==> src/core/fmrs_pkg.sv <==
`default_nettype none
package fmrs_pkg;
  // Serial frame: hardware address, spare, register address, data; a pad heads the readback word
  localparam int FRAME_W = 24;
  localparam logic [4:0] FRAME_BITS = 5'h18;
  localparam int HW_HI = 23;
  localparam int HW_LO = 22;
  localparam int RADDR_HI = 20;
  localparam int RADDR_LO = 16;
  localparam int DATA_HI = 15;
  localparam int DATA_LO = 0;
  localparam logic [1:0] FRAME_PAD = 2'h0;

  // Register addresses and readback codes
  localparam logic [4:0] ADDR_NOP = 5'h00;
  localparam logic [4:0] ADDR_MASK = 5'h12;
  localparam logic [4:0] ADDR_RBCTL = 5'h13;
  localparam logic [4:0] ADDR_STATUS = 5'h16;
  localparam logic [4:0] ADDR_LAST = 5'h1C;

  // Register words and reset values
  localparam int REG_W = 22;
  localparam int PIN_STATUS_BIT = 21;
  localparam logic [21:0] MASK_REG_RESET = 22'h12_0000;
  localparam logic [21:0] RBCTL_REG_RESET = 22'h13_0000;
  localparam logic [15:0] MASK_RESET = 16'h0000;
  localparam logic [1:0] MODE_RESET = 2'h0;
  localparam logic [4:0] SEL_RESET = 5'h00;

  // Readback control fields
  localparam int MODE_HI = 6;
  localparam int MODE_LO = 5;
  localparam int SEL_HI = 4;
  localparam int SEL_LO = 0;
  localparam logic [8:0] RBCTL_RSVD = 9'h000;

  // Readback modes
  localparam logic [1:0] MODE_TWO_STAGE = 2'h0;
  localparam logic [1:0] MODE_AUTO = 2'h1;
  localparam logic [1:0] MODE_SHARED = 2'h2;
  localparam logic [1:0] MODE_ALTERNATE = 2'h3;

  // Mask bit positions
  localparam int SPI_ACCESS_MASK = 15;
  localparam int PROTECTION_SWITCH_FLAG_MASK = 14;
  localparam int INVERSE_CONVERSION_CHECK_MASK = 12;
  localparam int CLOCK_HALT_FLAG_MASK = 10;
  localparam int CONVERTER_LATCH_MONITOR_MASK = 9;
  localparam int WATCHDOG_TIMEOUT_MASK = 8;
  localparam int FRAME_SLIP_FLAG_MASK = 7;
  localparam int SERIAL_CRC_MASK = 6;
  localparam int POS_REGULATOR_SHORT_MASK = 4;
  localparam int CURRENT_OUTPUT_OPEN_MASK = 3;
  localparam int VOLTAGE_OUTPUT_SHORT_MASK = 2;
  localparam int DIE_TEMP_MASK = 0;
  // Flags that exist; bits 13, 11, 5 and 1 are reserved
  localparam logic [15:0] FLAGS_USED = 16'hD7DD;

  // Pin synchroniser reset: sclk and chip select idle high
  localparam logic [4:0] PIN_SYNC_RESET = 5'h03;

  typedef enum logic {FMRS_IDLE, FMRS_FRAME} fmrs_spi_t;
endpackage : fmrs_pkg
`default_nettype wire

==> src/core/fmrs_sync.sv <==
`timescale 1ns/1ps
`default_nettype none
module fmrs_sync #(
  parameter int WIDTH = 5,
  parameter logic [WIDTH-1:0] RESET_VAL = '0
) (
  input wire logic clk,
  input wire logic reset,
  input wire logic [WIDTH-1:0] din,
  output logic [WIDTH-1:0] dout
);
  genvar i;
  generate
    for (i = 0; i < WIDTH; i = i + 1) begin : g_bit
      logic meta;
      logic stage2;
      logic stage3;
      // Three stages; a change counts only once stages two and three agree
      always_ff @(posedge clk or posedge reset) begin
        if (reset) begin
          meta <= RESET_VAL[i];
          stage2 <= RESET_VAL[i];
          stage3 <= RESET_VAL[i];
          dout[i] <= RESET_VAL[i];
        end else begin
          meta <= din[i];
          stage2 <= meta;
          stage3 <= stage2;
          if (stage2 == stage3) begin
            dout[i] <= stage3;
          end
        end
      end
    end
  endgenerate
endmodule : fmrs_sync
`default_nettype wire

==> src/core/fmrs_fault_gate.sv <==
`timescale 1ns/1ps
`default_nettype none
module fmrs_fault_gate #(
  parameter int WIDTH = 16,
  parameter logic [WIDTH-1:0] USED = fmrs_pkg::FLAGS_USED
) (
  input wire logic clk,
  input wire logic reset,
  input wire logic [WIDTH-1:0] flags,
  input wire logic [WIDTH-1:0] mask,
  output logic fault_n
);
  // Any live unmasked flag pulls the pin low; reserved bits never count
  always_ff @(posedge clk or posedge reset) begin
    if (reset) begin
      fault_n <= 1'b1;
    end else begin
      fault_n <= ~|(flags & ~mask & USED);
    end
  end
endmodule : fmrs_fault_gate
`default_nettype wire

==> src/core/fmrs_top.sv <==
`timescale 1ns/1ps
`default_nettype none
// What this block does
// - Bit 21 of both registers reads the inverse of the fault pin level.
// - Each mask bit independently blocks only its own fault flag.
// - Mask bits 15 and 14 block SPI-access and protection-switch faults.
// - Mask bits 12 and 10 block inverse-check and clock-halt faults.
// - Mask bits 9 and 8 block latch-monitor and watchdog faults.
// - Mask bits 7 and 6 block frame-slip and serial CRC faults.
// - Mask bits 4, 3, 2 block regulator short, open current, voltage short.
// - Mask bit 0 blocks the die over-temperature fault.
// - Mask register at 0x12 resets to 0x120000, all flags unmasked.
// - Readback register at 0x13 resets to 0x130000; bits 4:0 select address.
// - Mode field bits 6:5; value 00 is two-stage readback, the default.
// - Mode 01 shifts status contents out on SDO every frame.
// - Mode 10 sets a flag after each valid write to this device.
// - Mode 10 drives status at chip-select fall only when that flag is set.
// - Mode 11 alternates status and previous instruction on SDO.
// - Select codes 0x00 to 0x1C; 0x00 is no-op, 0x16 is status.
module fmrs_top (
  input wire logic clk,
  input wire logic reset,
  input wire logic sclk,
  input wire logic sync_n,
  input wire logic sdi,
  input wire logic [1:0] hw_addr,
  input wire logic [15:0] fault_flags,
  input wire logic [15:0] status_data,
  input wire logic [15:0] ext_read_data,
  output logic fault_n,
  output logic sdo,
  output logic sdo_oe,
  output logic [4:0] readback_select,
  output logic [1:0] readback_mode
);
  logic [4:0] pins_s;
  logic sclk_s;
  logic sync_n_s;
  logic sdi_s;
  logic [1:0] hw_addr_s;
  logic sclk_prev;
  logic sync_prev;
  logic sclk_fall;
  logic sclk_rise;
  logic sync_fall;
  logic sync_rise;
  fmrs_pkg::fmrs_spi_t state;
  logic [4:0] bit_cnt;
  logic [fmrs_pkg::FRAME_W-1:0] shift_in;
  logic [fmrs_pkg::FRAME_W-1:0] shift_out;
  logic [fmrs_pkg::FRAME_W-1:0] prev_frame;
  logic [15:0] mask;
  logic valid_flag;
  logic alt_phase;
  logic frame_done;
  logic addr_match;
  logic [4:0] frame_addr;
  logic pin_status;
  logic [fmrs_pkg::REG_W-1:0] mask_word;
  logic [fmrs_pkg::REG_W-1:0] rbctl_word;
  logic [fmrs_pkg::REG_W-1:0] status_word;
  logic [fmrs_pkg::REG_W-1:0] sel_word;
  logic [fmrs_pkg::FRAME_W-1:0] next_word;
  logic next_oe;

  // Pins come from the host's clock; sclk is sampled, not used as a clock
  fmrs_sync #(
    .WIDTH(5),
    .RESET_VAL(fmrs_pkg::PIN_SYNC_RESET)
  ) u_sync (
    .clk(clk),
    .reset(reset),
    .din({hw_addr, sdi, sync_n, sclk}),
    .dout(pins_s)
  );
  assign sclk_s = pins_s[0];
  assign sync_n_s = pins_s[1];
  assign sdi_s = pins_s[2];
  assign hw_addr_s = pins_s[4:3];

  // Edge finders on the filtered pins
  always_ff @(posedge clk or posedge reset) begin
    if (reset) begin
      sclk_prev <= 1'b1;
      sync_prev <= 1'b1;
    end else begin
      sclk_prev <= sclk_s;
      sync_prev <= sync_n_s;
    end
  end
  assign sclk_fall = sclk_prev & ~sclk_s;
  assign sclk_rise = ~sclk_prev & sclk_s;
  assign sync_fall = sync_prev & ~sync_n_s;
  assign sync_rise = ~sync_prev & sync_n_s;

  // Fault pin gating, registered inside the gate
  // independent mask bits
  fmrs_fault_gate #(
    .WIDTH(16),
    .USED(fmrs_pkg::FLAGS_USED)
  ) u_gate (
    .clk(clk),
    .reset(reset),
    .flags(fault_flags),
    .mask(mask),
    .fault_n(fault_n)
  );

  assign pin_status = ~fault_n;

  // Readable words; address bits are constants so writes cannot touch them
  // own address readback
  assign mask_word = {pin_status, fmrs_pkg::ADDR_MASK, mask};
  assign rbctl_word = {pin_status, fmrs_pkg::ADDR_RBCTL, fmrs_pkg::RBCTL_RSVD,
                       readback_mode, readback_select};
  assign status_word = {pin_status, fmrs_pkg::ADDR_STATUS, status_data};

  // Two-stage source; other registers live outside and answer on ext_read_data
  // select code decode
  always_comb begin
    case (readback_select)
      fmrs_pkg::ADDR_MASK: sel_word = mask_word;
      fmrs_pkg::ADDR_RBCTL: sel_word = rbctl_word;
      fmrs_pkg::ADDR_STATUS: sel_word = status_word;
      default: sel_word = {pin_status, readback_select, ext_read_data};
    endcase
  end

  // Word and drive chosen at chip-select fall
  always_comb begin
    next_word = {fmrs_pkg::FRAME_PAD, status_word};
    next_oe = 1'b1;
    case (readback_mode)
      fmrs_pkg::MODE_TWO_STAGE: next_word = {fmrs_pkg::FRAME_PAD, sel_word};
      fmrs_pkg::MODE_AUTO: next_word = {fmrs_pkg::FRAME_PAD, status_word};
      fmrs_pkg::MODE_SHARED: next_oe = valid_flag;
      fmrs_pkg::MODE_ALTERNATE: begin
        if (alt_phase) begin
          next_word = prev_frame;
        end
      end
      default: next_oe = 1'b1;
    endcase
  end

  // Frame tracking; bits are taken on falling sclk
  always_ff @(posedge clk or posedge reset) begin
    if (reset) begin
      state <= fmrs_pkg::FMRS_IDLE;
      bit_cnt <= 5'h00;
      shift_in <= '0;
    end else begin
      case (state)
        fmrs_pkg::FMRS_IDLE: begin
          if (sync_fall) begin
            state <= fmrs_pkg::FMRS_FRAME;
            bit_cnt <= 5'h00;
          end
        end
        fmrs_pkg::FMRS_FRAME: begin
          if (sync_rise) begin
            state <= fmrs_pkg::FMRS_IDLE;
          end else if (sclk_fall) begin
            shift_in <= {shift_in[fmrs_pkg::FRAME_W-2:0], sdi_s};
            if (bit_cnt != 5'h1F) begin
              bit_cnt <= bit_cnt + 5'h01;
            end
          end
        end
        default: state <= fmrs_pkg::FMRS_IDLE;
      endcase
    end
  end

  // Only a frame of exactly the right length commits
  assign frame_done = (state == fmrs_pkg::FMRS_FRAME) && sync_rise
                      && (bit_cnt == fmrs_pkg::FRAME_BITS);
  assign addr_match = shift_in[fmrs_pkg::HW_HI:fmrs_pkg::HW_LO] == hw_addr_s;
  assign frame_addr = shift_in[fmrs_pkg::RADDR_HI:fmrs_pkg::RADDR_LO];

  // Readback shifter; first bit shows at chip-select fall, next on rising sclk
  always_ff @(posedge clk or posedge reset) begin
    if (reset) begin
      shift_out <= '0;
      sdo <= 1'b0;
      sdo_oe <= 1'b0;
      alt_phase <= 1'b0;
    end else begin
      if (sync_fall) begin
        sdo <= next_word[fmrs_pkg::FRAME_W-1];
        shift_out <= {next_word[fmrs_pkg::FRAME_W-2:0], 1'b0};
        sdo_oe <= next_oe;
        alt_phase <= (readback_mode == fmrs_pkg::MODE_ALTERNATE) ? ~alt_phase : 1'b0;
      end else if (state == fmrs_pkg::FMRS_FRAME && sync_rise) begin
        sdo_oe <= 1'b0;
      end else if (state == fmrs_pkg::FMRS_FRAME && sclk_rise && bit_cnt != 5'h00) begin
        sdo <= shift_out[fmrs_pkg::FRAME_W-1];
        shift_out <= {shift_out[fmrs_pkg::FRAME_W-2:0], 1'b0};
      end
    end
  end

  // Register writes; reserved mask bits are stored as written
  // mask register reset and write
  always_ff @(posedge clk or posedge reset) begin
    if (reset) begin
      mask <= fmrs_pkg::MASK_RESET;
    end else if (frame_done && addr_match
                 && frame_addr == fmrs_pkg::ADDR_MASK) begin
      mask <= shift_in[fmrs_pkg::DATA_HI:fmrs_pkg::DATA_LO];
    end
  end

  always_ff @(posedge clk or posedge reset) begin
    if (reset) begin
      readback_mode <= fmrs_pkg::MODE_RESET;
      readback_select <= fmrs_pkg::SEL_RESET;
    end else if (frame_done && addr_match
                 && frame_addr == fmrs_pkg::ADDR_RBCTL) begin
      readback_mode <= shift_in[fmrs_pkg::MODE_HI:fmrs_pkg::MODE_LO];
      readback_select <= shift_in[fmrs_pkg::SEL_HI:fmrs_pkg::SEL_LO];
    end
  end

  // Last instruction kept for the alternating mode, any device address
  always_ff @(posedge clk or posedge reset) begin
    if (reset) begin
      prev_frame <= '0;
    end else if (frame_done) begin
      prev_frame <= shift_in;
    end
  end

  always_ff @(posedge clk or posedge reset) begin
    if (reset) begin
      valid_flag <= 1'b0;
    end else if (frame_done) begin
      valid_flag <= addr_match;
    end
  end
endmodule : fmrs_top
`default_nettype wire

==> config.mk <==
export PLATFORM = sky130hd
export DESIGN_NAME = fmrs_top
export DESIGN_NICKNAME = d
export VERILOG_FILES = /design/src/core/fmrs_pkg.sv /design/src/core/fmrs_sync.sv /design/src/core/fmrs_fault_gate.sv /design/src/core/fmrs_top.sv
export SDC_FILE = /design/constraint.sdc
export NUM_CORES = 1
export LEC_CHECK = 0
export BUFFER_PORTS_ARGS = -buffer_cell sky130_fd_sc_hd__buf_2
export CAP_MARGIN = 20
export CELL_PAD_IN_SITES_DETAIL_PLACEMENT = 1
export CELL_PAD_IN_SITES_GLOBAL_PLACEMENT = 2
export CORE_ASPECT_RATIO = 1.5
export CORE_MARGIN = 8
export CORE_UTILIZATION = 40
export DETAILED_ROUTE_END_ITERATION = 10
export GPL_ROUTABILITY_DRIVEN = 0
export GPL_TIMING_DRIVEN = 0
export PLACE_DENSITY_LB_ADDON = 0.1
export SLEW_MARGIN = 5
export SYNTH_ARGS = -nofsm -noshare
export SYNTH_HDL_FRONTEND = slang
export SYNTH_SLANG_ARGS = --single-unit
==> constraint.sdc <==
create_clock -name clk -period 4.98 [get_ports clk]
set_clock_uncertainty 0.2 [all_clocks]
set_input_delay 0.498 -clock clk [delete_from_list [all_inputs] [get_ports clk]]
set_output_delay 0.498 -clock clk [all_outputs]
set_load 0.01 [all_outputs]
== Yosys cells after proc, flatten, opt, wreduce, memory -nomap -nowiden ==
Index checks and enable logic that the tools add are counted.

* Add/sub/neg operators: 1
* Multipliers: 0
* Div/mod/pow operators: 0
* $lt $le $gt $ge: 0
* Equal/unequal tests: 20
* Shift-type cells: 0
* Mux-type cells: 21
* Bitwise gates (word level): 14
* Reductions and logical operators: 16

{| class="wikitable"
|+ Operators by type and width
! kind !! number
|-
| 24-bit two-way mux || 4
|-
| 21-bit case mux with 3 select lines || 1
|-
| 24-bit case mux with 2 select lines || 1
|-
| 5-bit == test, second input constant || 6
|-
| 5-bit two-way mux || 4
|-
| 16-bit AND || 1
|-
| 16-bit NOT || 1
|-
| 12-bit OR reduction || 1
|-
| 5-bit case mux with 2 select lines || 1
|-
| 1-bit two-way mux || 9
|-
| 2-bit inequality test, second input constant || 4
|-
| 1-bit NOT || 8
|-
| 1-bit logical AND || 7
|-
| 5-bit by 1-bit adder with 5-bit output, second input constant || 1
|-
| 1-bit == test || 5
|-
| 5-bit inequality test, second input constant || 1
|-
| 5-bit nonzero test || 1
|-
| 1-bit AND || 4
|-
| 2-bit == test, second input constant || 2
|-
| 4-bit AND reduction || 1
|-
| 2-bit nonzero test || 2
|-
| 3-bit AND reduction || 1
|-
| 2-bit == test || 1
|-
| 2-bit logical NOT || 1
|-
| other kinds (4) || 4
|}

* Bits in registers: 128
* Latch bits: 0
* Bits in writable memories: 0
* Bits in read-only memories: 0
* Output and inout port bits: 10
* Word-level logic and storage cells: 107
* Memories kept: 0

== Logic depth before layout (Yosys ltp) ==
Gate-level depths: netlist (run 1).

* Depth in word-level cells: 7
* Depth in mapped cells: 8
* Mapped depth without buffers: 6

== Modules after synthesis ==
A second synthesis (run 1) with hierarchy kept.

* Cell total of the unflattened synthesis: 535
* Area, all modules: 6,239.7 µm²

{| class="wikitable"
|+ By module, submodules not included
! module !! instances !! cells each !! area an instance (µm²) !! sequential area each (µm²)
|-
| fmrs_top || 1 || 491 || 5,535.3 || 2,655.0
|-
| fmrs_sync || 1 || 26 || 570.5 || 510.5
|-
| fmrs_fault_gate || 1 || 18 || 133.9 || 26.3
|}

== Worst setup path before layout (run 1) ==
OpenSTA, ideal clock, no wires.

* Path kind: register -> register
* From: register readback_mode[0]
* To: register shift_out[10] (netlist name)
* Library setup time: 130 ps
* Data arrival time: 1,699 ps
* Data required time: 4,650 ps
* Slack: 2,950 ps
* Stages on the path, launching flop included: 9
* Path buffers: 2
* Period minus slack after synthesis: 2,030 ps
* Path through: dfrtp_1 -> inv_1 -> ha_1 -> inv_1 -> clkbuf_1 -> clkbuf_1 -> o21ai_0 -> a31oi_1 -> o21ai_0

* Word-level cells in the longest chain between the ends: 3
* Elaborated cells on any way between the ends: 4
* Those cells by class: eq/ne (1); mux (2); reduce/logical (1)

{| class="wikitable"
|+ Ends and longest elaborated chain
! item !! RTL line !! source
|-
| from (decl) || fmrs_top.sv:34 || <nowiki>output logic [1:0] readback_mode</nowiki>
|-
| from (signal assigned) || fmrs_top.sv:216 || <nowiki>readback_mode <= fmrs_pkg::MODE_RESET;</nowiki>
|-
| from (signal assigned) || fmrs_top.sv:220 || <nowiki>readback_mode <= shift_in[fmrs_pkg::MODE_HI:fmrs_pkg::MODE_LO];</nowiki>
|-
| 2-bit == test / 2-bit logical NOT (equally long branches) || fmrs_top.sv:133 || <nowiki>case (readback_mode)</nowiki>
|-
| 24-bit case mux with 2 select lines * || fmrs_top.sv:133 ||
|-
| 24-bit two-way mux * || fmrs_top.sv:189 || <nowiki>if (sync_fall) begin</nowiki>
|-
| to (signal assigned) || fmrs_top.sv:191 || <nowiki>shift_out <= {next_word[fmrs_pkg::FRAME_W-2:0], 1'b0};</nowiki>
|-
| to (signal assigned) || fmrs_top.sv:198 || <nowiki>shift_out <= {shift_out[fmrs_pkg::FRAME_W-2:0], 1'b0};</nowiki>
|-
| to (decl) || fmrs_top.sv:50 || <nowiki>logic [fmrs_pkg::FRAME_W-1:0] shift_out;</nowiki>
|}

Mark *: on every way between the ends. The rest lies on a longest branch, timed or not.
A chain may end at the register's enable or synchronous reset.

== Final worst setup path (run 1) ==
* From: register readback_mode[0]
* To: register shift_out[9] (netlist name)

Same word-level chain as after synthesis.

==> results.toml, run 1 <==
[status]
status = "completed"

[cells_and_area]
drive_gt1_share_pct = 32.6
syn_to_final_growth_pct = 19.6
n_antenna_cell = 0
fin_nets = 670
final_util_pct = 48.9
stdcell_area_mm2 = 0.00740

[clock_network]
cts-root-buf = "clkbuf_16"
numCtsBuffers = 17
clk_latency_ps = 410
cts.sinks = 127
clockBufferDepth = 2
htree_levels = 4
cts_setup_buffers = 0
clkTransAtPathRegs_ps = 60
cts_tree = "yes"

[setup_path]
arrival_ps = 2770
path_max_fanout = 10
critical_path_class = "reg2reg"
end_kind = "flop"
start_kind = "flop"
cp.required_ps = 5080

[synth]
synth-main-ff-cell = "dfrtp_1"
syn_area_per_cell_um2 = 11.8
synth_top_area_share_pct = 46.9
synth_top_family_by_area = "multiplexers"
ys_ff_latch = 127
synth_edf_count = 0
async_flop_share_pct = 100
synth_area_leaders = "dfrtp_1 (47%), mux2_2 (12%), o21ai_0 (4.7%)"
yosysUniqueCellTypes = 61
synth_compound_area_share_pct = 15.9
syn-num-nets = 584
synth-simple-area-share_pct = 8.23
synthTopCellsByCount = "dfrtp_1 (116), mux2_2 (65), o21ai_0 (58), inv_1 (26), mux2i_1 (19)"
yosysTopAreaCell = "dfrtp_1"
yosysSeqAreaShare_pct = 51.6
synth_area_mm2 = 0.00619
synth-xor-area-share_pct = 0.425
synth-warning-count = 0
yosysMostFrequentCell = "dfrtp_1"
synthAdderAreaFrac_pct = 2.02
synth_mux_area_share_pct = 17.3
syn_inst = 523

[timing]
setup_tns_ps = 0
rsz0062_at_grt = "no"
maxSlewViolCount = 0
tightest_slew_ps = 638
period_share_pct = 53.7
finalCriticalPeriod_ps = 2680
finalHoldViolCount = 0
setup_violations = 0
slew_headroom_pct = 56.8
clock.fmax_mhz = 374

[routing]
first_iter_violations = 170
post_drt_wl_per_cell_um = 21.8
vias_per_cell = 5.46
dr.pass1.iters = 4
vias = 4480
routed_wl_um = 17900
antenna_left = 0
drc = 0

[global_route]
track_usage_pct = 18.7
antenna_found_initial = 0
grt_max_degree = 76
grt_pass1_wl_um = 28600
grt_overflow = 0
grt_pass1_vias = 5047

[placed_design]
port_buffers = 60
dpl_cell_area_mm2 = 0.00677
hpwl_um = 13800

[floorplanning]
die_h_um = 168
fp-row-count = 55
core-area_mm2 = 0.0151
dieWidth_um = 118
die-area_mm2 = 0.0198
start_util_pct = 40.9
io_pins = 65

[job]
max_cap_violations = 0

[pwr]
vdd_drop_max_v = 0.000224
p_leak_nw = 3.37
p_per_area_mw_per_mm2 = 381

[hold_path]
worst_hold_path_type = "reg2reg"
-- state kept, by name, indices dropped and copies added (netlist names), 16 cells and up --
signal	cells
shift_out	23
shift_in	24
mask	16
prev_frame	24
-- worst max-delay path: stages, from the launching register on --
cell,delay [ps]
dfrtp_1,490
inv_1,110
ha_1,390
inv_1,110
clkbuf_1,370
clkbuf_1,370
o21ai_0,170
a31oi_1,240
o21ai_1,100
-- per-layer routing --
layer / routed length, um / share of wire (%) / GRT usage, %
met5: 0 / 0 / 0
met4: 483 / 2.7 / 8.05
met3: 476 / 2.7 / 3.45
met2: 9470 / 53 / 34.0
met1: 7430 / 42 / 20.9
-- area by class of cell --
cell class	instances	area (um^2)
sequential	127	3190
tap	199	249
timing repair buffer	67	388
fill	1630	7740
inverter	26	103
clock inverter	13	118
buffer	34	181
clock buffer	19	453
multi-input combinational	336	2720
-- where the power goes --
part	internal (mW)	total, mW	leakage [nW]	switching [mW]
Combinational	0.169	0.350	1.44	0.181
Sequential	1.16	1.27	1.65	0.110
Clock	0.683	1.20	0.274	0.515
Total	2.01	2.82	3.37	0.807
-- stage by stage --
step	setup WS (ps)	total power [mW]	instances	hold slack [ps]
2_1_floorplan	916	1.49	523	131
3_3_place_gp	-476	1.62	782	144
3_5_place_dp	2330	1.64	783	138
4_1_cts	2300	2.85	821	159
5_1_grt	2080	2.94	821	163
6_report	2300	2.82	821	156
-- cells in the final DEF, fill, tap and decap left out, types with 11 or more instances in the layout --
master and n:
buf_2 67, mux2i_1 19, clkbuf_16 17, dfstp_2 11, inv_1 25, mux2_2 65, a22oi_1 12, dfrtp_1 116
nor2_1 12, nand2_1 18, clkbuf_1 17, o21ai_0 58
-- final timing paths --
check | to | depth (start not counted) | startpoint | slack [ps]
max | shift_out[9]$_DFFE_PP0P_ | 8 | readback_mode[0]$_DFFE_PP0P_ | 2300
min | u_sync.g_bit[2].stage2$_DFF_PP0_ | 0 | u_sync.g_bit[2].meta$_DFF_PP0_ | 160
max reg2reg | shift_out[9]$_DFFE_PP0P_ | 8 | readback_mode[0]$_DFFE_PP0P_ | 2300
min reg2reg | u_sync.g_bit[2].stage2$_DFF_PP0_ | 0 | u_sync.g_bit[2].meta$_DFF_PP0_ | 160
max in group asynchronous | u_sync.dout[0]$_DFFE_PP1N_ | 4 | reset | 3340
min in group asynchronous | u_sync.g_bit[2].stage2$_DFF_PP0_ | 3 | reset | 470
-- what timing repair did --
action | in CTS | in global routing
gates resized for setup | 0 | 0
endpoints found under the hold margin | 53 | 0
hold buffers | 6 | 0
-- cells by family (layout without fill, tap and decap cells) --
group | count (synthesis) | in the layout
AO/OA/AOI/OAI | 148 | 148
flip-flops | 127 | 127
multiplexers | 94 | 94
AND/OR/NAND/NOR | 80 | 80
buffers and inverters | 60 | 159
adder cells (fa/ha/maj) | 11 | 11
XOR/XNOR | 3 | 3
Power figures use the tool's default switching activity.
==> inputs of run 2 (changes only) <==
--- a/config.mk
+++ b/config.mk
@@ -5,13 +5,14 @@
 export SDC_FILE = /design/constraint.sdc
 export NUM_CORES = 1
 export LEC_CHECK = 0
+export ABC_AREA = 1
 export BUFFER_PORTS_ARGS = -buffer_cell sky130_fd_sc_hd__buf_2
 export CAP_MARGIN = 20
 export CELL_PAD_IN_SITES_DETAIL_PLACEMENT = 1
 export CELL_PAD_IN_SITES_GLOBAL_PLACEMENT = 2
 export CORE_ASPECT_RATIO = 1.5
 export CORE_MARGIN = 8
-export CORE_UTILIZATION = 40
+export CORE_UTILIZATION = 32
 export DETAILED_ROUTE_END_ITERATION = 10
 export GPL_ROUTABILITY_DRIVEN = 0
 export GPL_TIMING_DRIVEN = 0
==> constraint.sdc (replaced) <==
create_clock -name clk -period 2.25 [get_ports clk]
set_clock_uncertainty 0.2 [all_clocks]
set_input_delay 0.225 -clock clk [delete_from_list [all_inputs] [get_ports clk]]
set_output_delay 0.225 -clock clk [all_outputs]
set_load 0.01 [all_outputs]
==> run 2 against run 1 <==
Against the previous run: critical path depth shrank 1; largest cell class unchanged; die area rose by 22%; highest routed layer unchanged; first-iteration DRC count is 34% higher; register-to-register slack worse by 2200 ps; largest power group is now the clock network; synthesized cell count increased by 47%; global-route usage decreased by 0.91 points; count of clock-buffer cells in the layout down 1; utilization fell by 8.2 points.
==> results.toml, run 2 <==
[synth]
syn-num-nets = 828
synth_edf_count = 0
async_flop_share_pct = 100
yosysUniqueCellTypes = 39
yosysTopAreaCell = "dfrtp_1"
synth_area_leaders = "dfrtp_1 (47%), nand2_1 (11%), o21ai_0 (7.0%)"
ys_ff_latch = 127
syn_area_per_cell_um2 = 8.10
synth_area_mm2 = 0.00621
synthTopCellsByCount = "nand2_1 (177), dfrtp_1 (116), inv_1 (103), o21ai_0 (87), nand3_1 (54)"
synth-warning-count = 0
synth-main-ff-cell = "dfrtp_1"
yosysSeqAreaShare_pct = 51.4
synth_top_area_share_pct = 46.7
yosysMostFrequentCell = "nand2_1"
syn_inst = 767

[cells_and_area]
mostFrequentLayoutCells = "nand2_1 (176), dfrtp_1 (115), inv_1 (102), o21ai_0 (87), buf_2 (68)"
mostFrequentLayoutCell = "nand2_1"
finalNonFillerCells = 1139
final_util_pct = 40.6
fin_nets = 931
top_regs = "prev_frame: 24 flops, shift_in: 24 flops, shift_out: 23 flops"
fillers = 2338
stdcell_area_mm2 = 0.00775
syn_to_final_growth_pct = 24.8
drive_gt1_share_pct = 18.3
n_antenna_cell = 0

[global_route]
grt_pass1_wl_um = 33200
antenna_found_initial = 0
track_usage_pct = 17.8
grt_pass1_vias = 5912
grt_overflow = 0
grt_max_degree = 37

[timing]
hold_ws_ps = 37.9
period_share_pct = 95.7
tightest_slew_ps = 715
clock.fmax_mhz = 464
finalHoldViolCount = 0
setup_slack_ps = 96.8
setup_violations = 0
maxSlewViolCount = 0
slew_headroom_pct = 52.2
setup_tns_ps = 0
finalCriticalPeriod_ps = 2150

[routing]
drc = 0
post_drt_wl_per_cell_um = 17.9
routed.top_layer = "met4"
routed_wl_um = 20400
antenna_left = 0
met2WireLength_um = 10800
first_iter_violations = 228
met3_length_um = 466
vias = 5484
met1_length_um = 8820
dr.pass1.iters = 4
vias_per_cell = 4.81

[floorplanning]
die-area_mm2 = 0.0242
dieWidth_um = 130
io_pins = 65
core-area_mm2 = 0.0191
start_util_pct = 32.5
fp-row-count = 62
die_h_um = 187

[placed_design]
placed_cells = 1086
port_buffers = 60
place_ws_ps = -58.4
hpwl_um = 15800
dpl_cell_area_mm2 = 0.00689

[setup_path]
start_kind = "input pin"
cp.required_ps = 2420
critical_path_class = "in2reg"
path_max_fanout = 1
end_kind = "flop"
arrival_ps = 2320

[clock_network]
cts_tree = "yes"
clkTransAtPathRegs_ps = 60
cts-root-buf = "clkbuf_16"
clockBufferDepth = 2
htree_levels = 4
numCtsBuffers = 17
cts.sinks = 127
clk_latency_ps = 420

[pwr]
power_frac_seq_pct = 42.0
total_power_mw = 6.64
vdd_drop_max_v = 0.000441
pwr-share-comb_pct = 14.4
p_int_mw = 4.65
p_sw_mw = 1.98
p_per_area_mw_per_mm2 = 856
clockPowerShare_pct = 43.6
p_leak_nw = 3.64
p_sw_share_pct = 29.9

[job]
max_cap_violations = 0

[status]
status = "completed"

[hold_path]
worst_hold_path_type = "in2reg"
[run 2: cell count changes after synthesis, moves of 30 or more]
cell	previous run	this run
nand3_1	3	54
nand2_1	18	177
nor2_1	12	44
a21oi_1	8	38
inv_1	26	103
mux2_2	65	0
[run 2: layer usage]
metal  up-vias  GRT usage (%)
li1       2702              -
met4         0           5.07
met2        60           31.2
met5         -              0
met1      2704           21.7
met3        18           2.97
[run 2: area by class of cell]
class / instances / area (um^2) / area share (%)
flip-flops and latches: 127 / 3190 / 41.2
multi-input cells: 496 / 2460 / 31.7
repair buffers: 84 / 561 / 7.23
clock buffers: 18 / 439 / 5.66
inverters: 104 / 394 / 5.08
well taps: 256 / 320 / 4.13
plain buffers: 40 / 213 / 2.74
clock inverters: 14 / 171 / 2.21
[run 2: what timing repair did]
action,CTS,global route
hold buffers,17,0
resized for setup,2,20
pin swaps,0,1
endpoints found under the setup margin,5,48
buffers inserted,0,4
endpoints found under the hold margin,39,0
[run 2: cell families after synthesis]
logic type,synth area share (%)
compound gates,14.9
xor+xnor,0.423
flops,51.4
simple gates,21.7
buf+inv,9.51
fa+ha+maj,2.01
[run 2: critical path, cell delays in order]
cell and delay [ps]:
dlygate4sd3_1 530, buf_2 130, nand2_1 60, o2111ai_1 90, dlygate4sd3_1 580, nor3_2 150, dlygate4sd3_1 560
[run 2: worst paths after layout]
path	slack [ps]	end	startpoint	cells past startpoint
worst max-delay path	100	u_gate.fault_n$_DFF_PP1_	fault_flags[7]	7
worst min-delay path	40	shift_out[9]$_DFFE_PP0P_	status_data[8]	5
worst max register to register	120	u_gate.fault_n$_DFF_PP1_	mask[6]$_DFFE_PP0P_	4
worst min register to register	150	u_sync.g_bit[3].stage2$_DFF_PP0_	u_sync.g_bit[3].meta$_DFF_PP0_	0
max in group asynchronous	680	sclk_prev$_DFF_PP1_	reset	5
min in group asynchronous	260	mask[0]$_DFFE_PP0P_	reset	3
[run 2: power groups by stage]
| stage | Clock [mW] | Sequential (mW) | Combinational (mW) |
|---|---|---|---|
| finish | 2.89 | 2.79 | 0.957 |
| global route | 3.04 | 2.84 | 1.09 |
| CTS | 2.95 | 2.79 | 0.978 |
| detailed placement | 0 | 2.83 | 0.946 |
| global placement | 0 | 2.82 | 0.899 |
| floorplan | 0 | 2.78 | 0.623 |
